`src/hw/rkp_pkg.sv`:
```
// Purpose: Shared constants, types and decode functions for the keyed indirect access port.
// Assumes: Eight-bit special-function register bus, one system clock.
// Notes: Host command register offsets and operation codes are also kept here, shared by the controller end and the bench.
package rkp_pkg;
	localparam logic [7:0] RKP_ADR_OFS = 8'hAC;
	localparam logic [7:0] RKP_DAT_OFS = 8'hAD;
	localparam logic [7:0] RKP_KEY_OFS = 8'hAE;

	localparam logic [7:0] RKP_KEY_FIRST = 8'hA5;
	localparam logic [7:0] RKP_KEY_SECOND = 8'hF1;

	localparam logic [7:0] RKP_CODE_LOCKED = 8'h00;
	localparam logic [7:0] RKP_CODE_WAIT2 = 8'h01;
	localparam logic [7:0] RKP_CODE_UNLOCKED = 8'h02;
	localparam logic [7:0] RKP_CODE_DISABLED = 8'h03;

	localparam int RKP_BUSY_BIT = 7;
	localparam int RKP_AUTO_BIT = 6;
	localparam int RKP_VREG_BIT = 5;
	localparam int RKP_SHORT_BIT = 4;

	localparam logic [3:0] RKP_SEL_CAP_LAST = 4'h5;
	localparam logic [3:0] RKP_SEL_CTRL = 4'h6;
	localparam logic [3:0] RKP_SEL_OSC = 4'h7;
	localparam logic [3:0] RKP_SEL_ALM_FIRST = 4'h8;
	localparam logic [3:0] RKP_SEL_ALM_LAST = 4'hD;
	localparam logic [3:0] RKP_SEL_RAMIDX = 4'hE;
	localparam logic [3:0] RKP_SEL_RAMDAT = 4'hF;
	localparam logic [3:0] RKP_SEL_STEP = 4'h1;

	localparam int RKP_GROUP_BYTES = 6;
	localparam int RKP_RAM_DEPTH = 64;

	localparam logic [2:0] RKP_STROBE_LONG = 3'h4;
	localparam logic [2:0] RKP_STROBE_SHORT = 3'h1;
	localparam logic [2:0] RKP_CNT_STEP = 3'h1;

	localparam logic [7:0] RKP_CTRL_RST = 8'h00;
	localparam logic [7:0] RKP_OSC_RST = 8'h00;
	localparam logic [7:0] RKP_BYTE_RST = 8'h00;

	localparam logic [2:0] RKP_H_CMD_OFS = 3'h0;
	localparam logic [2:0] RKP_H_CFG_OFS = 3'h1;
	localparam logic [2:0] RKP_H_WDATA_OFS = 3'h2;
	localparam logic [2:0] RKP_H_RES_OFS = 3'h3;
	localparam logic [2:0] RKP_H_STAT_OFS = 3'h4;

	localparam logic [1:0] RKP_OP_STATUS = 2'h0;
	localparam logic [1:0] RKP_OP_UNLOCK = 2'h1;
	localparam logic [1:0] RKP_OP_WRITE = 2'h2;
	localparam logic [1:0] RKP_OP_READ = 2'h3;

	typedef enum logic [1:0] {LK_LOCKED, LK_WAIT2, LK_UNLOCKED, LK_DISABLED} rkp_lock_e;

	typedef enum logic [3:0] {H_IDLE, H_KEY1, H_KEY2, H_POLL, H_POLLW, H_POLLCHK, H_SETADR, H_WRDAT,
		H_RD, H_RDW, H_RDCAP} rkp_hstate_e;

	function automatic logic rkp_is_cap(input logic [3:0] sel);
		return sel <= RKP_SEL_CAP_LAST;
	endfunction : rkp_is_cap

	function automatic logic rkp_is_alm(input logic [3:0] sel);
		return (sel >= RKP_SEL_ALM_FIRST) && (sel <= RKP_SEL_ALM_LAST);
	endfunction : rkp_is_alm

	function automatic logic [7:0] rkp_lock_code(input rkp_lock_e s);
		case (s)
			LK_LOCKED: return RKP_CODE_LOCKED;
			LK_WAIT2: return RKP_CODE_WAIT2;
			LK_UNLOCKED: return RKP_CODE_UNLOCKED;
			default: return RKP_CODE_DISABLED;
		endcase
	endfunction : rkp_lock_code
endpackage : rkp_pkg

```
`src/hw/rkp_sfr_if.sv`:
```
// Purpose: Special-function register bus between the processor-side controller and the access port.
// Assumes: One clock shared by both ends; read data stand in the cycle after the read strobe.
// Notes: Strobes are one cycle long and never both high at once.
`timescale 1ns/1ps
interface rkp_sfr_if;
	logic [7:0] addr;
	logic [7:0] wdata;
	logic wr;
	logic rd;
	logic [7:0] rdata;

	modport device (
		input addr,
		input wdata,
		input wr,
		input rd,
		output rdata
	);

	modport host (
		output addr,
		output wdata,
		output wr,
		output rd,
		input rdata
	);
endinterface : rkp_sfr_if

```
`src/hw/rkp_device.sv`:
```
// Purpose: Keyed indirect access port and the internal register bank behind it.
// Assumes: Synchronous active-low reset; backupAboveCore arrives from the supply comparator, unsynchronised.
// Notes: Address register control fields, the data register and the battery-backed bytes carry no reset; the busy bit resets.
//
// The strobed register port was chosen for this implementation.
`timescale 1ns/1ps
module rkp_device
	import rkp_pkg::*;
(
	input wire logic mclk,
	input wire logic rst_n,
	rkp_sfr_if.device sfr,
	input wire logic backupAboveCore,
	output logic [7:0] rtcCtrl,
	output logic [7:0] oscCtrl,
	output logic portBusy
);

	rkp_lock_e lockState_r;
	rkp_lock_e lockState_nxt;
	logic busy_r;
	logic opWrite_r;
	logic [2:0] cnt_r;
	logic auto_read_enable_r;
	logic vreg_r;
	logic short_r;
	logic [3:0] sel_r;
	logic [7:0] dat_r;
	logic [7:0] cap_r [0:RKP_GROUP_BYTES-1];
	logic [7:0] alm_r [0:RKP_GROUP_BYTES-1];
	logic [7:0] ctrl_r;
	logic [7:0] osc_r;
	logic [5:0] ramIdx_r;
	logic [7:0] ram_r [0:RKP_RAM_DEPTH-1];
	logic [1:0] vSync_r;
	logic [7:0] rdata_r;
	logic [7:0] intRd;
	logic [7:0] sfrRd;
	logic [7:0] wrByte;
	logic wrKey;
	logic wrAdr;
	logic wrDat;
	logic rdAdr;
	logic rdDat;
	logic unlocked;
	logic invalid;
	logic adrTake;
	logic startRd;
	logic startWr;
	logic opDone;
	logic shortEff;

	assign wrKey = sfr.wr && (sfr.addr == RKP_KEY_OFS);
	assign wrAdr = sfr.wr && (sfr.addr == RKP_ADR_OFS);
	assign wrDat = sfr.wr && (sfr.addr == RKP_DAT_OFS);
	assign rdAdr = sfr.rd && (sfr.addr == RKP_ADR_OFS);
	assign rdDat = sfr.rd && (sfr.addr == RKP_DAT_OFS);
	assign unlocked = (lockState_r == LK_UNLOCKED);
	assign invalid = (wrAdr || wrDat || rdAdr || rdDat) && !unlocked;

	// Address register writes are ignored while an access runs so the target cannot move under it.
	assign adrTake = wrAdr && unlocked && !busy_r;
	assign startRd = unlocked && !busy_r && ((wrAdr && sfr.wdata[RKP_BUSY_BIT]) || (rdDat && auto_read_enable_r));
	assign startWr = unlocked && !busy_r && wrDat;
	assign opDone = busy_r && (cnt_r == RKP_STROBE_SHORT);
	assign shortEff = wrAdr ? sfr.wdata[RKP_SHORT_BIT] : short_r;

	always_comb begin
		lockState_nxt = lockState_r;
		if (invalid) begin
			lockState_nxt = LK_DISABLED;
		end else if (wrKey) begin
			case (lockState_r)
				LK_LOCKED: begin
					lockState_nxt = (sfr.wdata == RKP_KEY_FIRST) ? LK_WAIT2 : LK_DISABLED;
				end
				LK_WAIT2: begin
					lockState_nxt = (sfr.wdata == RKP_KEY_SECOND) ? LK_UNLOCKED : LK_DISABLED;
				end
				LK_UNLOCKED: begin
					lockState_nxt = LK_LOCKED;
				end
				LK_DISABLED: begin
					lockState_nxt = LK_DISABLED;
				end
				default: begin
					lockState_nxt = LK_DISABLED;
				end
			endcase
		end
	end

	// Reads of the key register never enter the state update.
	always_ff @(posedge mclk) begin
		if (!rst_n) begin
			lockState_r <= LK_LOCKED;
		end else begin
			lockState_r <= lockState_nxt;
		end
	end

	always_ff @(posedge mclk) begin
		if (!rst_n) begin
			busy_r <= 1'b0;
			opWrite_r <= 1'b0;
			cnt_r <= RKP_STROBE_SHORT;
		end else if (startRd || startWr) begin
			busy_r <= 1'b1;
			opWrite_r <= startWr;
			cnt_r <= shortEff ? RKP_STROBE_SHORT : RKP_STROBE_LONG;
		end else if (opDone) begin
			busy_r <= 1'b0;
		end else if (busy_r) begin
			cnt_r <= cnt_r - RKP_CNT_STEP;
		end
	end

	always_ff @(posedge mclk) begin
		if (!rst_n) begin
			vSync_r <= 2'b00;
		end else begin
			vSync_r <= {vSync_r[0], backupAboveCore};
		end
	end

	// Control fields of the address register have no reset and keep their value across it.
	always_ff @(posedge mclk) begin
		if (adrTake) begin
			auto_read_enable_r <= sfr.wdata[RKP_AUTO_BIT];
			short_r <= sfr.wdata[RKP_SHORT_BIT];
			sel_r <= sfr.wdata[3:0];
		end else if (opDone && (rkp_is_cap(sel_r) || rkp_is_alm(sel_r))) begin
			sel_r <= sel_r + RKP_SEL_STEP;
		end
	end

	// The supply comparator wins over a software clear in the same cycle.
	always_ff @(posedge mclk) begin
		if (vSync_r[1]) begin
			vreg_r <= 1'b1;
		end else if (adrTake) begin
			vreg_r <= sfr.wdata[RKP_VREG_BIT];
		end
	end

	always_ff @(posedge mclk) begin
		if (startWr) begin
			dat_r <= sfr.wdata;
		end else if (opDone && !opWrite_r) begin
			dat_r <= intRd;
		end
	end

	// Byte zero of each 47-bit group never stores its lowest bit.
	always_comb begin
		wrByte = dat_r;
		if ((rkp_is_cap(sel_r) || rkp_is_alm(sel_r)) && (sel_r[2:0] == 3'h0)) begin
			wrByte[0] = 1'b0;
		end
	end

	always_ff @(posedge mclk) begin
		if (opDone && opWrite_r) begin
			if (rkp_is_cap(sel_r)) begin
				cap_r[sel_r[2:0]] <= wrByte;
			end else if (rkp_is_alm(sel_r)) begin
				alm_r[sel_r[2:0]] <= wrByte;
			end else if (sel_r == RKP_SEL_RAMIDX) begin
				ramIdx_r <= dat_r[5:0];
			end else if (sel_r == RKP_SEL_RAMDAT) begin
				ram_r[ramIdx_r] <= dat_r;
			end
		end
	end

	always_ff @(posedge mclk) begin
		if (!rst_n) begin
			ctrl_r <= RKP_CTRL_RST;
			osc_r <= RKP_OSC_RST;
		end else if (opDone && opWrite_r) begin
			if (sel_r == RKP_SEL_CTRL) begin
				ctrl_r <= dat_r;
			end
			if (sel_r == RKP_SEL_OSC) begin
				osc_r <= dat_r;
			end
		end
	end

	always_comb begin
		intRd = RKP_BYTE_RST;
		if (rkp_is_cap(sel_r)) begin
			intRd = cap_r[sel_r[2:0]];
		end else if (rkp_is_alm(sel_r)) begin
			intRd = alm_r[sel_r[2:0]];
		end else begin
			case (sel_r)
				RKP_SEL_CTRL: intRd = ctrl_r;
				RKP_SEL_OSC: intRd = osc_r;
				RKP_SEL_RAMIDX: intRd = {2'b00, ramIdx_r};
				RKP_SEL_RAMDAT: intRd = ram_r[ramIdx_r];
				default: intRd = RKP_BYTE_RST;
			endcase
		end
	end

	always_comb begin
		sfrRd = RKP_BYTE_RST;
		if (sfr.addr == RKP_KEY_OFS) begin
			sfrRd = rkp_lock_code(lockState_r);
		end else if ((sfr.addr == RKP_ADR_OFS) && unlocked) begin
			sfrRd = {busy_r, auto_read_enable_r, vreg_r, short_r, sel_r};
		end else if ((sfr.addr == RKP_DAT_OFS) && unlocked) begin
			sfrRd = dat_r;
		end
	end

	always_ff @(posedge mclk) begin
		if (!rst_n) begin
			rdata_r <= RKP_BYTE_RST;
		end else if (sfr.rd) begin
			rdata_r <= sfrRd;
		end else begin
			rdata_r <= RKP_BYTE_RST;
		end
	end

	assign sfr.rdata = rdata_r;
	assign rtcCtrl = ctrl_r;
	assign oscCtrl = osc_r;
	assign portBusy = busy_r;

endmodule : rkp_device

```
`src/flat_wrapper.sv`:
```
// flat-port wrapper written by rule: the top's interface ports become plain ports
module rkp_device_flat import rkp_pkg::*;
  (mclk, rst_n, backupAboveCore, rtcCtrl, oscCtrl, portBusy, sfr_addr, sfr_wdata, sfr_wr, sfr_rd, sfr_rdata);
  rkp_sfr_if sfr_i ();
  input wire logic mclk;
  input wire logic rst_n;
  input wire logic backupAboveCore;
  output logic [7:0] rtcCtrl;
  output logic [7:0] oscCtrl;
  output logic portBusy;
  input wire logic [$bits(sfr_i.addr)-1:0] sfr_addr;
  input wire logic [$bits(sfr_i.wdata)-1:0] sfr_wdata;
  input wire logic [$bits(sfr_i.wr)-1:0] sfr_wr;
  input wire logic [$bits(sfr_i.rd)-1:0] sfr_rd;
  output wire logic [$bits(sfr_i.rdata)-1:0] sfr_rdata;
  assign sfr_i.addr = sfr_addr;
  assign sfr_i.wdata = sfr_wdata;
  assign sfr_i.wr = sfr_wr;
  assign sfr_i.rd = sfr_rd;
  assign sfr_rdata = sfr_i.rdata;
  rkp_device u_core (.mclk(mclk), .rst_n(rst_n), .sfr(sfr_i), .backupAboveCore(backupAboveCore), .rtcCtrl(rtcCtrl), .oscCtrl(oscCtrl), .portBusy(portBusy));
endmodule
```
`config.mk`:
```
export PLATFORM = sky130hd
export DESIGN_NAME = rkp_device_flat
export DESIGN_NICKNAME = d
export VERILOG_FILES = /design/src/hw/rkp_pkg.sv /design/src/hw/rkp_sfr_if.sv /design/src/hw/rkp_device.sv /design/src/flat_wrapper.sv
export SDC_FILE = /design/constraint.sdc
export NUM_CORES = 1
export LEC_CHECK = 0
export ABC_AREA = 1
export CAP_MARGIN = 5
export CORE_MARGIN = 10
export CORE_UTILIZATION = 35
export DETAILED_ROUTE_END_ITERATION = 10
export DONT_BUFFER_PORTS = 1
export PLACE_DENSITY_LB_ADDON = 0.12
export SLEW_MARGIN = 20
export SYNTH_ARGS = -nofsm -noshare
export SYNTH_HDL_FRONTEND = slang
export SYNTH_SLANG_ARGS = --single-unit
export TNS_END_PERCENT = 5
```
`constraint.sdc`:
```
create_clock -name mclk -period 3.3 [get_ports mclk]
set_input_delay 0.165 -clock mclk [delete_from_list [all_inputs] [get_ports mclk]]
set_output_delay 0.165 -clock mclk [all_outputs]
set_load 0.01 [all_outputs]
```
Yosys cells after proc, flatten, opt, wreduce, memory -nomap -nowiden
Memories as Yosys holds them, arrays and structs flattened. A register that Yosys moved wholly into a read port is not among the register bits.
Index checks and enable logic that the tools add are counted.

word-level totals
  word-level logic and storage cells = 120
  bits of input ports = 21
  memory bits (writable) = 608
  memories kept = 3
  bits in registers = 54
  output and inout port bits = 25

operators by class
  bitwise gates (word level) = 2
  mux-type cells = 40
  $add $sub $neg = 2
  reductions and logical operators = 42
  order comparisons = 3
  equal/unequal tests = 14

memories
  memory        words  bits a word  rd ports  clocked after memory_dff  wr ports  RTL line          text
  u_core.ram_r  64     8            1         1                         1         rkp_device.sv:34  logic [7:0] ram_r [0:RKP_RAM_DEPTH-1];
  u_core.alm_r  6      8            1         1                         1         rkp_device.sv:30  logic [7:0] alm_r [0:RKP_GROUP_BYTES-1];
  u_core.cap_r  6      8            1         1                         1         rkp_device.sv:29  logic [7:0] cap_r [0:RKP_GROUP_BYTES-1];

operators by type and width
  kind                                                                   number
  8-bit two-way mux                                                      7
  8-bit equality test, second input constant                             5
  8-bit case mux with 4 select lines                                     1
  1-bit logical AND                                                      21
  1-bit two-way mux                                                      18
  3-bit two-way mux                                                      6
  2-bit nonzero test                                                     5
  4-bit by 3-bit equality test with 1-bit output, second input constant  2
  4-bit equality test, second input constant                             2
  4-bit two-way mux                                                      2
  2-bit case mux with 4 select lines                                     1
  2-bit AND reduction                                                    4
  1-bit logical OR                                                       6
  2-bit two-way mux                                                      3
  6-bit two-way mux                                                      1
  2-bit case mux with 3 select lines                                     1
  4-bit by 1-bit adder with 4-bit output, second input constant          1
  2-bit equality test, second input constant                             2
  4-bit greater-or-equal comparator, second input constant               1
  4-bit by 3-bit <= comparator with 1-bit output, second input constant  1
  4-bit <= comparator, second input constant                             1
  4-bit AND reduction                                                    1
  3-bit by 1-bit equality test with 1-bit output, second input constant  1
  1-bit logical NOT                                                      3
  6 further kinds                                                        7

Logic depth before layout (Yosys ltp)
Gate-level depths: netlist (run 1).

  depth after elaboration = 8
  gate-level depth with buffers = 16
  depth with buffers taken out = 13

Least setup slack after synthesis (run 1)
Ideal clock, no wire load.

  path type = reg2reg
  from = register u_core.sel_r[0]
  to = memory u_core.ram_r[12][0] (enable)
  setup time = 370 ps
  cell stages (with the launch flop) = 10
  path slack = 797 ps
  data arrival time = 2133 ps
  cells stage by stage = edfxtp_1 -> inv_1 -> ha_1 -> nor3_4 -> inv_2 -> nor2_1 -> nand3_1 -> nor2_4 -> nand3_2 -> nor2_1

between the ends
  cells in the longest elaborated chain, start to end = 7
  elaborated cells between the ends (all ways) = 12
  classes of those cells = order compare: 3; eq/ne: 2; mux: 6; reduce/logical: 1

ends and longest elaborated chain
  element                                    RTL line           text
  start, declared                            rkp_device.sv:27   logic [3:0] sel_r;
  start signal, assigned                     rkp_device.sv:131  sel_r <= sfr.wdata[3:0];
  start signal, assigned                     rkp_device.sv:133  sel_r <= sel_r + RKP_SEL_STEP;
  4-bit equality test                        rkp_device.sv:170  end else if (sel_r == RKP_SEL_RAMDAT) begin
  1-bit two-way mux                          rkp_device.sv:170
  1-bit two-way mux                          rkp_device.sv:168  end else if (sel_r == RKP_SEL_RAMIDX) begin
  1-bit two-way mux                          rkp_device.sv:166  end else if (rkp_is_alm(sel_r)) begin
  1-bit two-way mux *                        rkp_device.sv:164  if (rkp_is_cap(sel_r)) begin
  1-bit two-way mux *                        rkp_device.sv:163  if (opDone && opWrite_r) begin
  1-bit two-way mux (not written as such) *  rkp_device.sv:171  ram_r[ramIdx_r] <= dat_r;
  end, declared                              rkp_device.sv:34

Every way passes the cells marked *; elsewhere a longest branch is shown, timed or not.

Worst setup path in the final report (run 1)
  from = register u_core.sel_r[0]
  to = memory u_core.ram_r[12][4] (enable)

Same word-level chain as after synthesis.

==> results of run 1 <==
-- power by group through the flow --
| stage | clock network, mW | logic [mW] | registers [mW] |
|---|---|---|---|
| after detailed placement | 0 | 0.0176 | 9.34 |
| after global placement | 0 | 0.0173 | 9.34 |
| after CTS | 8.32 | 0.0408 | 9.16 |
| final | 8.14 | 0.0421 | 9.16 |
| after global routing | 8.67 | 0.0457 | 9.15 |
| after floorplan | 0 | 0.0167 | 9.34 |
-- worst max-delay path: cells and delay by family (launching register included) --
family	cells	cell delay, ns
adder cells (fa/ha/maj)	1	0.22
buffers and inverters	3	0.48
flip-flops	1	0.44
AND/OR/NAND/NOR	6	1.55
-- layout by cell type (no fill, tap or decap), types with 3 or more instances in the layout --
cell             n
nand2_1        749
edfxtp_1       628
nand3_1        463
nor2_1         209
buf_4          112
clkbuf_16       77
o21ai_0         74
inv_1           51
dfxtp_1         40
a21oi_1         32
dlygate4sd3_1   19
clkbuf_1        17
o32ai_1         16
clkinv_2        16
clkinv_1        12
buf_12          12
nand3_2          8
a221oi_1         6
ha_1             6
bufinv_16        5
nor2_2           4
nor2_4           4
inv_2            4
inv_6            4
clkinv_4         3
o211ai_1         3
-- worst max-delay path by stage --
| stage | to | from | cells after the start |
|---|---|---|---|
| after floorplan | u_core.ram_r[12][0]$_DFFE_PP_ | u_core.sel_r[0]$_DFFE_PN_ | 9 |
| after global placement | u_core.ram_r[12][3]$_DFFE_PP_ | u_core.sel_r[0]$_DFFE_PN_ | 10 |
| after detailed placement | u_core.ram_r[12][3]$_DFFE_PP_ | u_core.sel_r[0]$_DFFE_PN_ | 10 |
| after CTS | u_core.ram_r[12][0]$_DFFE_PP_ | u_core.sel_r[0]$_DFFE_PN_ | 10 |
| after global routing | u_core.ram_r[12][4]$_DFFE_PP_ | u_core.sel_r[0]$_DFFE_PN_ | 10 |
| final | u_core.ram_r[12][4]$_DFFE_PP_ | u_core.sel_r[0]$_DFFE_PN_ | 10 |
-- through the flow --
stage / total power, mW / hold WS [ns] / setup slack (ns)
global placement: 9.36 / 0.264 / 0.389
global route: 17.9 / 0.0466 / 0.198
CTS: 17.5 / 0.000225 / 0.341
detailed placement: 9.36 / 0.265 / 0.408
finish: 17.3 / 0.0390 / 0.312
floorplan: 9.36 / 0.263 / 0.797
-- layer usage --
metal	wire length (um)	vias up	track usage
met2	36100	556	0.271
met3	4850	120	0.0330
li1	-	8781	-
met4	2020	2	0.0520
met5	36	-	0.00317
met1	37200	9101	0.246
-- cell type report --
| class | count | area share |
|---|---|---|
| clock buffer | 96 | 0.0629 |
| timing repair buffer | 143 | 0.0397 |
| multi-input combinational | 1597 | 0.221 |
| clock inverter | 40 | 0.0114 |
| tap | 1050 | 0.0410 |
| sequential | 671 | 0.616 |
| inverter | 60 | 0.00727 |
-- flip-flops by register name, indices dropped and copies added (netlist names), 2 cells and up, named ones only --
register,count
u_core.ram_r,512
u_core.alm_r,48
u_core.cap_r,48
u_core.dat_r,8
u_core.oscCtrl,8
u_core.rtcCtrl,8
u_core.sfr.rdata,8
u_core.ramIdx_r,6
u_core.sel_r,4
u_core.cnt_r,3
u_core.lockState_r,2
u_core.vSync_r,2
-- cell families (layout without fill, tap and decap cells) --
| logic type | Yosys count | count (layout) | synth area share |
|---|---|---|---|
| AOI/OAI and AO/OA | 142 | 142 | 0.0302 |
| xor gates and xnor gates | 3 | 3 | 0.000945 |
| adders and majority gates | 6 | 6 | 0.00270 |
| buffers and inverters | 187 | 339 | 0.0366 |
| DFF | 671 | 671 | 0.709 |
| and+or+nand+nor | 1446 | 1446 | 0.221 |
-- timing repair --
action                    in CTS  in global routing
resized for setup              0                  0
hold endpoints to repair      51                  0
hold buffers                  19                  0
==> metrics, run 1 <==
status=finished, final reports clean; Switching Fraction=0.198; CP Class=reg2reg; final period utilization=0.905; total CTS buffers=76; flop-to-flop setup slack=~0.31 ns; CP Capture Type=flop; post-DR wirelength/cell=21.9 um; TritonCTS clock tree=done; fillers=about 7,600; Worst Hold Class=in2reg; Detailed Routing Iterations Pass 1=5; sw power=between 3 and 4 mW; first-pass GRT wire length=around 120,000 um; Crit Path Max Fanout=8; Final Util=0.406; slew of the pin with the lowest slew margin=roughly 1.1 ns; DRC viols=0; die area=just over 90,000 um2; Final Hold Fails=0; initial antenna violation count=0; Leakage=11.5 nW; post-route ant nets=0; clock slew at reported path FFs=approximately 0.060 ns; initial core utilization=0.353; Period minus WS final=between 2 and 3 ns; Max-Cap Viols=0; Worst-Skew Late Latency=about 0.62 ns; Critical Path Slowest Stage Cell=edfxtp_1; placed cell areas=~29,000 um2; synthesized area=approximately 28,000 um2; CP Launch Type=flop; Core ar.=between 70,000 and 80,000 um2; Cell Count, Final, Fillers Out=between 3,000 and 4,000; register area share after synthesis=0.709; DRC marker count from the first detailed-route iteration=roughly 1,900; R2R Path End=u_core.ram_r[12][4]$_DFFE_PP_; via count=around 19,000; top cell type's share of synthesized area=0.678; Max Clock Freq=around 330 MHz; worst reg2reg path startpoint=u_core.sel_r[0]$_DFFE_PN_; most frequent cell after synthesis=nand2_1; post-placement cell count=roughly 3,500; flip-flop and latch count after synthesis=671; Clock Sinks=approximately 670; clock network fraction of design power=0.469; CTS H-tree depth=3; hold depth=5; # setup viols final=0; Row Count=between 100 and 150; n_diodes=0; pin count of the biggest net entering global routing=around 130; Final GP Congestion=between 0.8 and 0.9; critical path, cell by cell=buf_4 -> ha_1 -> nor3_4 -> inv_2 -> nor2_1 -> nand3_1 -> nor2_4 -> nand3_2 -> nor2_1 -> buf_4; Cells after Synth=about 2,500; synth warn=0; Flop pwr share=0.528; Slew HR=0.273; vias in the first global route=about 19,000; die height=around 300 um; hold endpoint=u_core.sfr.rdata[1]$_SDFF_PN0_; Gate power share=0.002; library cells used by synthesis=41; crit path DAT=3.30 ns; internal power=~14 mW; DP HPWL=around 49,000 um; gr usage total=0.174; max-slew violation count=0; PortBufs=0; Reg area=approximately 20,000 um2; RSZ-0062 raised after global routing=false; asr flop ratio synth=0; vias per std cell=~5.1; gr ovfl total=0; FF-to-FF path depth=10; Layout area overhead=15.0%; layout cell share with drive strength beyond 1=0.102; Worst Path Required=3.62 ns; Mean Syn Cell Area=11.3 um2; clock tree root buffer cell=clkbuf_16; Final Skew=0.0283 ns; syn nets=~2,500; Yosys top cell by area=edfxtp_1; Post-synth EDFFs=roughly 630; die width=~300 um; Synth top cells by count=749 x nand2_1, 628 x edfxtp_1, 463 x nand3_1; worst vdd ir=385 uV; Routed WL=80,300 um; top cells by area, synth=edfxtp_1 68%, nand2_1 10%, nand3_1 8.3%; Most used DFF post-synth=edfxtp_1; hold_sp=sfr_addr[1]; design area=about 32,000 um2; multi-input logic area=7090 um2; setup total negative slack=0 ns; PwrDens=542 nW/um2; slowest stage delay, CP=~0.44 ns; final net count=between 2,000 and 3,000; I/O Pins=46; Clock Path Buffers=3; Post-CTS Repair Setup Buffers=0
(Power assumes the default switching activity.)
==> inputs of run 2 (changes only) <==
--- a/config.mk
+++ b/config.mk
@@ -11,6 +11,7 @@
 export CORE_UTILIZATION = 35
 export DETAILED_ROUTE_END_ITERATION = 10
 export DONT_BUFFER_PORTS = 1
+export MAX_ROUTING_LAYER = met4
 export PLACE_DENSITY_LB_ADDON = 0.12
 export SLEW_MARGIN = 20
 export SYNTH_ARGS = -nofsm -noshare
==> constraint.sdc (replaced) <==
create_clock -name mclk -period 2.7 [get_ports mclk]
set_input_delay 0.135 -clock mclk [delete_from_list [all_inputs] [get_ports mclk]]
set_output_delay 0.135 -clock mclk [all_outputs]
set_load 0.01 [all_outputs]
==> metrics, run 2 (same netlist as run 1, synthesis figures left out) <==
status=finished, final reports clean; initial antenna violation count=0 (unchanged); final hold slack=0.0385 ns (-0.000530 ns); PortBufs=0 (unchanged); CP Class=reg2reg; PwrDens=646 nW/um2 (+19%); Max Clock Freq=394 MHz (+18%); gr ovfl total=0 (unchanged); vias per std cell=5.09 (+0.36%); Leakage=11.6 nW (+1.1%); post-route ant nets=0 (unchanged); Clock Path Buffers=3 (unchanged); Core ar.=78,900 um2 (unchanged); Row Count=103 (unchanged); TritonCTS clock tree=done; clock tree root buffer cell=clkbuf_16; via count=18,759 (+1.1%); gr usage total=0.177 (+0.00221); register with the highest flop count=u_core.ram_r; crit path DAT=3.00 ns (-0.30 ns); Routed WL=79,000 um (-1.6%); Layout area overhead=16.0%; final period utilization=0.941 (+0.0358); slew of the pin with the lowest slew margin=1.08 ns (-0.0128 ns); CTS H-tree depth=3 (unchanged); Max-Cap Viols=0 (unchanged); fillers=7,572 (-1.0%); CP Launch Type=flop; Post-CTS Repair Setup Buffers=0 (unchanged); initial core utilization=0.353 (unchanged); hold depth=3 (-2); Final Skew=0.0252 ns (-0.00309 ns); most frequent cells in the layout=749 x nand2_1, 628 x edfxtp_1, 462 x nand3_1; Worst Hold Class=in2reg; RSZ-0062 raised after global routing=false; worst vdd ir=458 uV (+19%); Period minus WS final=2.54 ns (-0.447 ns); Worst-Skew Late Latency=0.61 ns (about the same); # setup viols final=0 (unchanged); Final Util=0.409 (+0.00355); Slew HR=0.281 (+0.00856); layout cell share with drive strength beyond 1=0.109 (+0.00697); vias in the first global route=18,497 (-1.4%); Clock Sinks=671 (unchanged); commonest non-fill, non-tap cell in the layout=nand2_1; die area=91,200 um2 (unchanged); Crit Path Max Fanout=144 (+136); I/O Pins=46 (unchanged); n_diodes=0 (unchanged); max-slew violation count=0 (unchanged); total CTS buffers=74 (-2.6%); max reg flops=512 (unchanged); post-DR wirelength/cell=21.4 um (-2.3%); DRC viols=0 (unchanged); FF-to-FF path depth=13 (+3); DP HPWL=48,900 um (+0.42%); Detailed Routing Iterations Pass 1=5 (unchanged); pin count of the biggest net entering global routing=145 (+12%); setup total negative slack=0 ns (unchanged); Worst Path Required=3.16 ns (-0.46 ns); Final GP Congestion=0.855 (+2.8%); CP Capture Type=flop; clock slew at reported path FFs=0.06 ns (about the same); die width=302 um (unchanged); DRC marker count from the first detailed-route iteration=1,751 (-8.1%); first-pass GRT wire length=118,000 um (-1.6%); Final Hold Fails=0 (unchanged); final net count=2,602 (+1.0%); die height=302 um (unchanged)
-- run 2: per-stage QoR --
stage | worst slack (ns) | total power, mW | area (um2) | std cells
after floorplan | 0.197 | 11.4 | 27800 | 2455
after global placement | 0.142 | 11.4 | 29800 | 3530
after detailed placement | 0.129 | 11.4 | 29800 | 3530
after CTS | 0.113 | 21.1 | 32300 | 3683
after global routing | 0.00623 | 21.5 | 32300 | 3683
final | 0.159 | 20.9 | 32300 | 3683
-- run 2: power breakdown --
| group | leakage (nW) | total (mW) | switching [mW] | internal (mW) |
|---|---|---|---|---|
| Sequential | 5.99 | 11.2 | 0.000704 | 11.2 |
| Clock | 1.11 | 9.62 | 4.03 | 5.59 |
| Combinational | 4.53 | 0.0508 | 0.0301 | 0.0207 |
-- run 2: area by class of cell --
class,count,area [um2],area share
inverters,60,233,0.00721
repair buffers,171,1640,0.0508
flip-flops and latches,671,19700,0.611
clock buffers,95,1950,0.0605
clock inverters,39,324,0.0100
multi-input cells,1597,7100,0.220
well taps,1050,1310,0.0407
-- run 2: critical path, cell delays in order, from the launching register on --
cell     delay (ns)
dfxtp_4        0.41
buf_16         0.43
nand2_1        0.12
nand3_1        0.15
nand3_1        0.14
nand2_1        0.14
nand2_1        0.06
nand3_1        0.18
nand3_1        0.09
nand2_1        0.15
nand2_1        0.09
nand2_1        0.08
nand2_1        0.05
a21oi_1        0.13
-- run 2: worst paths after layout --
| check | startpoint | end | slack, ns |
|---|---|---|---|
| min | sfr_addr[1] | u_core.opWrite_r$_SDFFE_PN0P_ | 0.04 |
| max reg2reg | flop | u_core.dat_r[3]$_DFFE_PP_ | 0.16 |
| min reg2reg | u_core.opWrite_r$_SDFFE_PN0P_ | u_core.opWrite_r$_SDFFE_PN0P_ | 0.48 |
| max | flop | u_core.dat_r[3]$_DFFE_PP_ | 0.16 |
-- run 2: what timing repair did --
action                     CTS  global route
gates resized for setup      0             4
hold endpoints to repair    51             0
setup endpoints to repair    0           341
hold buffers                19             0
-- run 2: metal layers --
| metal | track usage | routed length (um) | vias to the layer above |
|---|---|---|---|
| li1 | - | - | 8836 |
| met1 | 0.239 | 36500 | 9279 |
| met2 | 0.273 | 36400 | 512 |
| met3 | 0.0286 | 4140 | 132 |
| met4 | 0.0500 | 2000 | 0 |
| met5 | - | 0 | - |
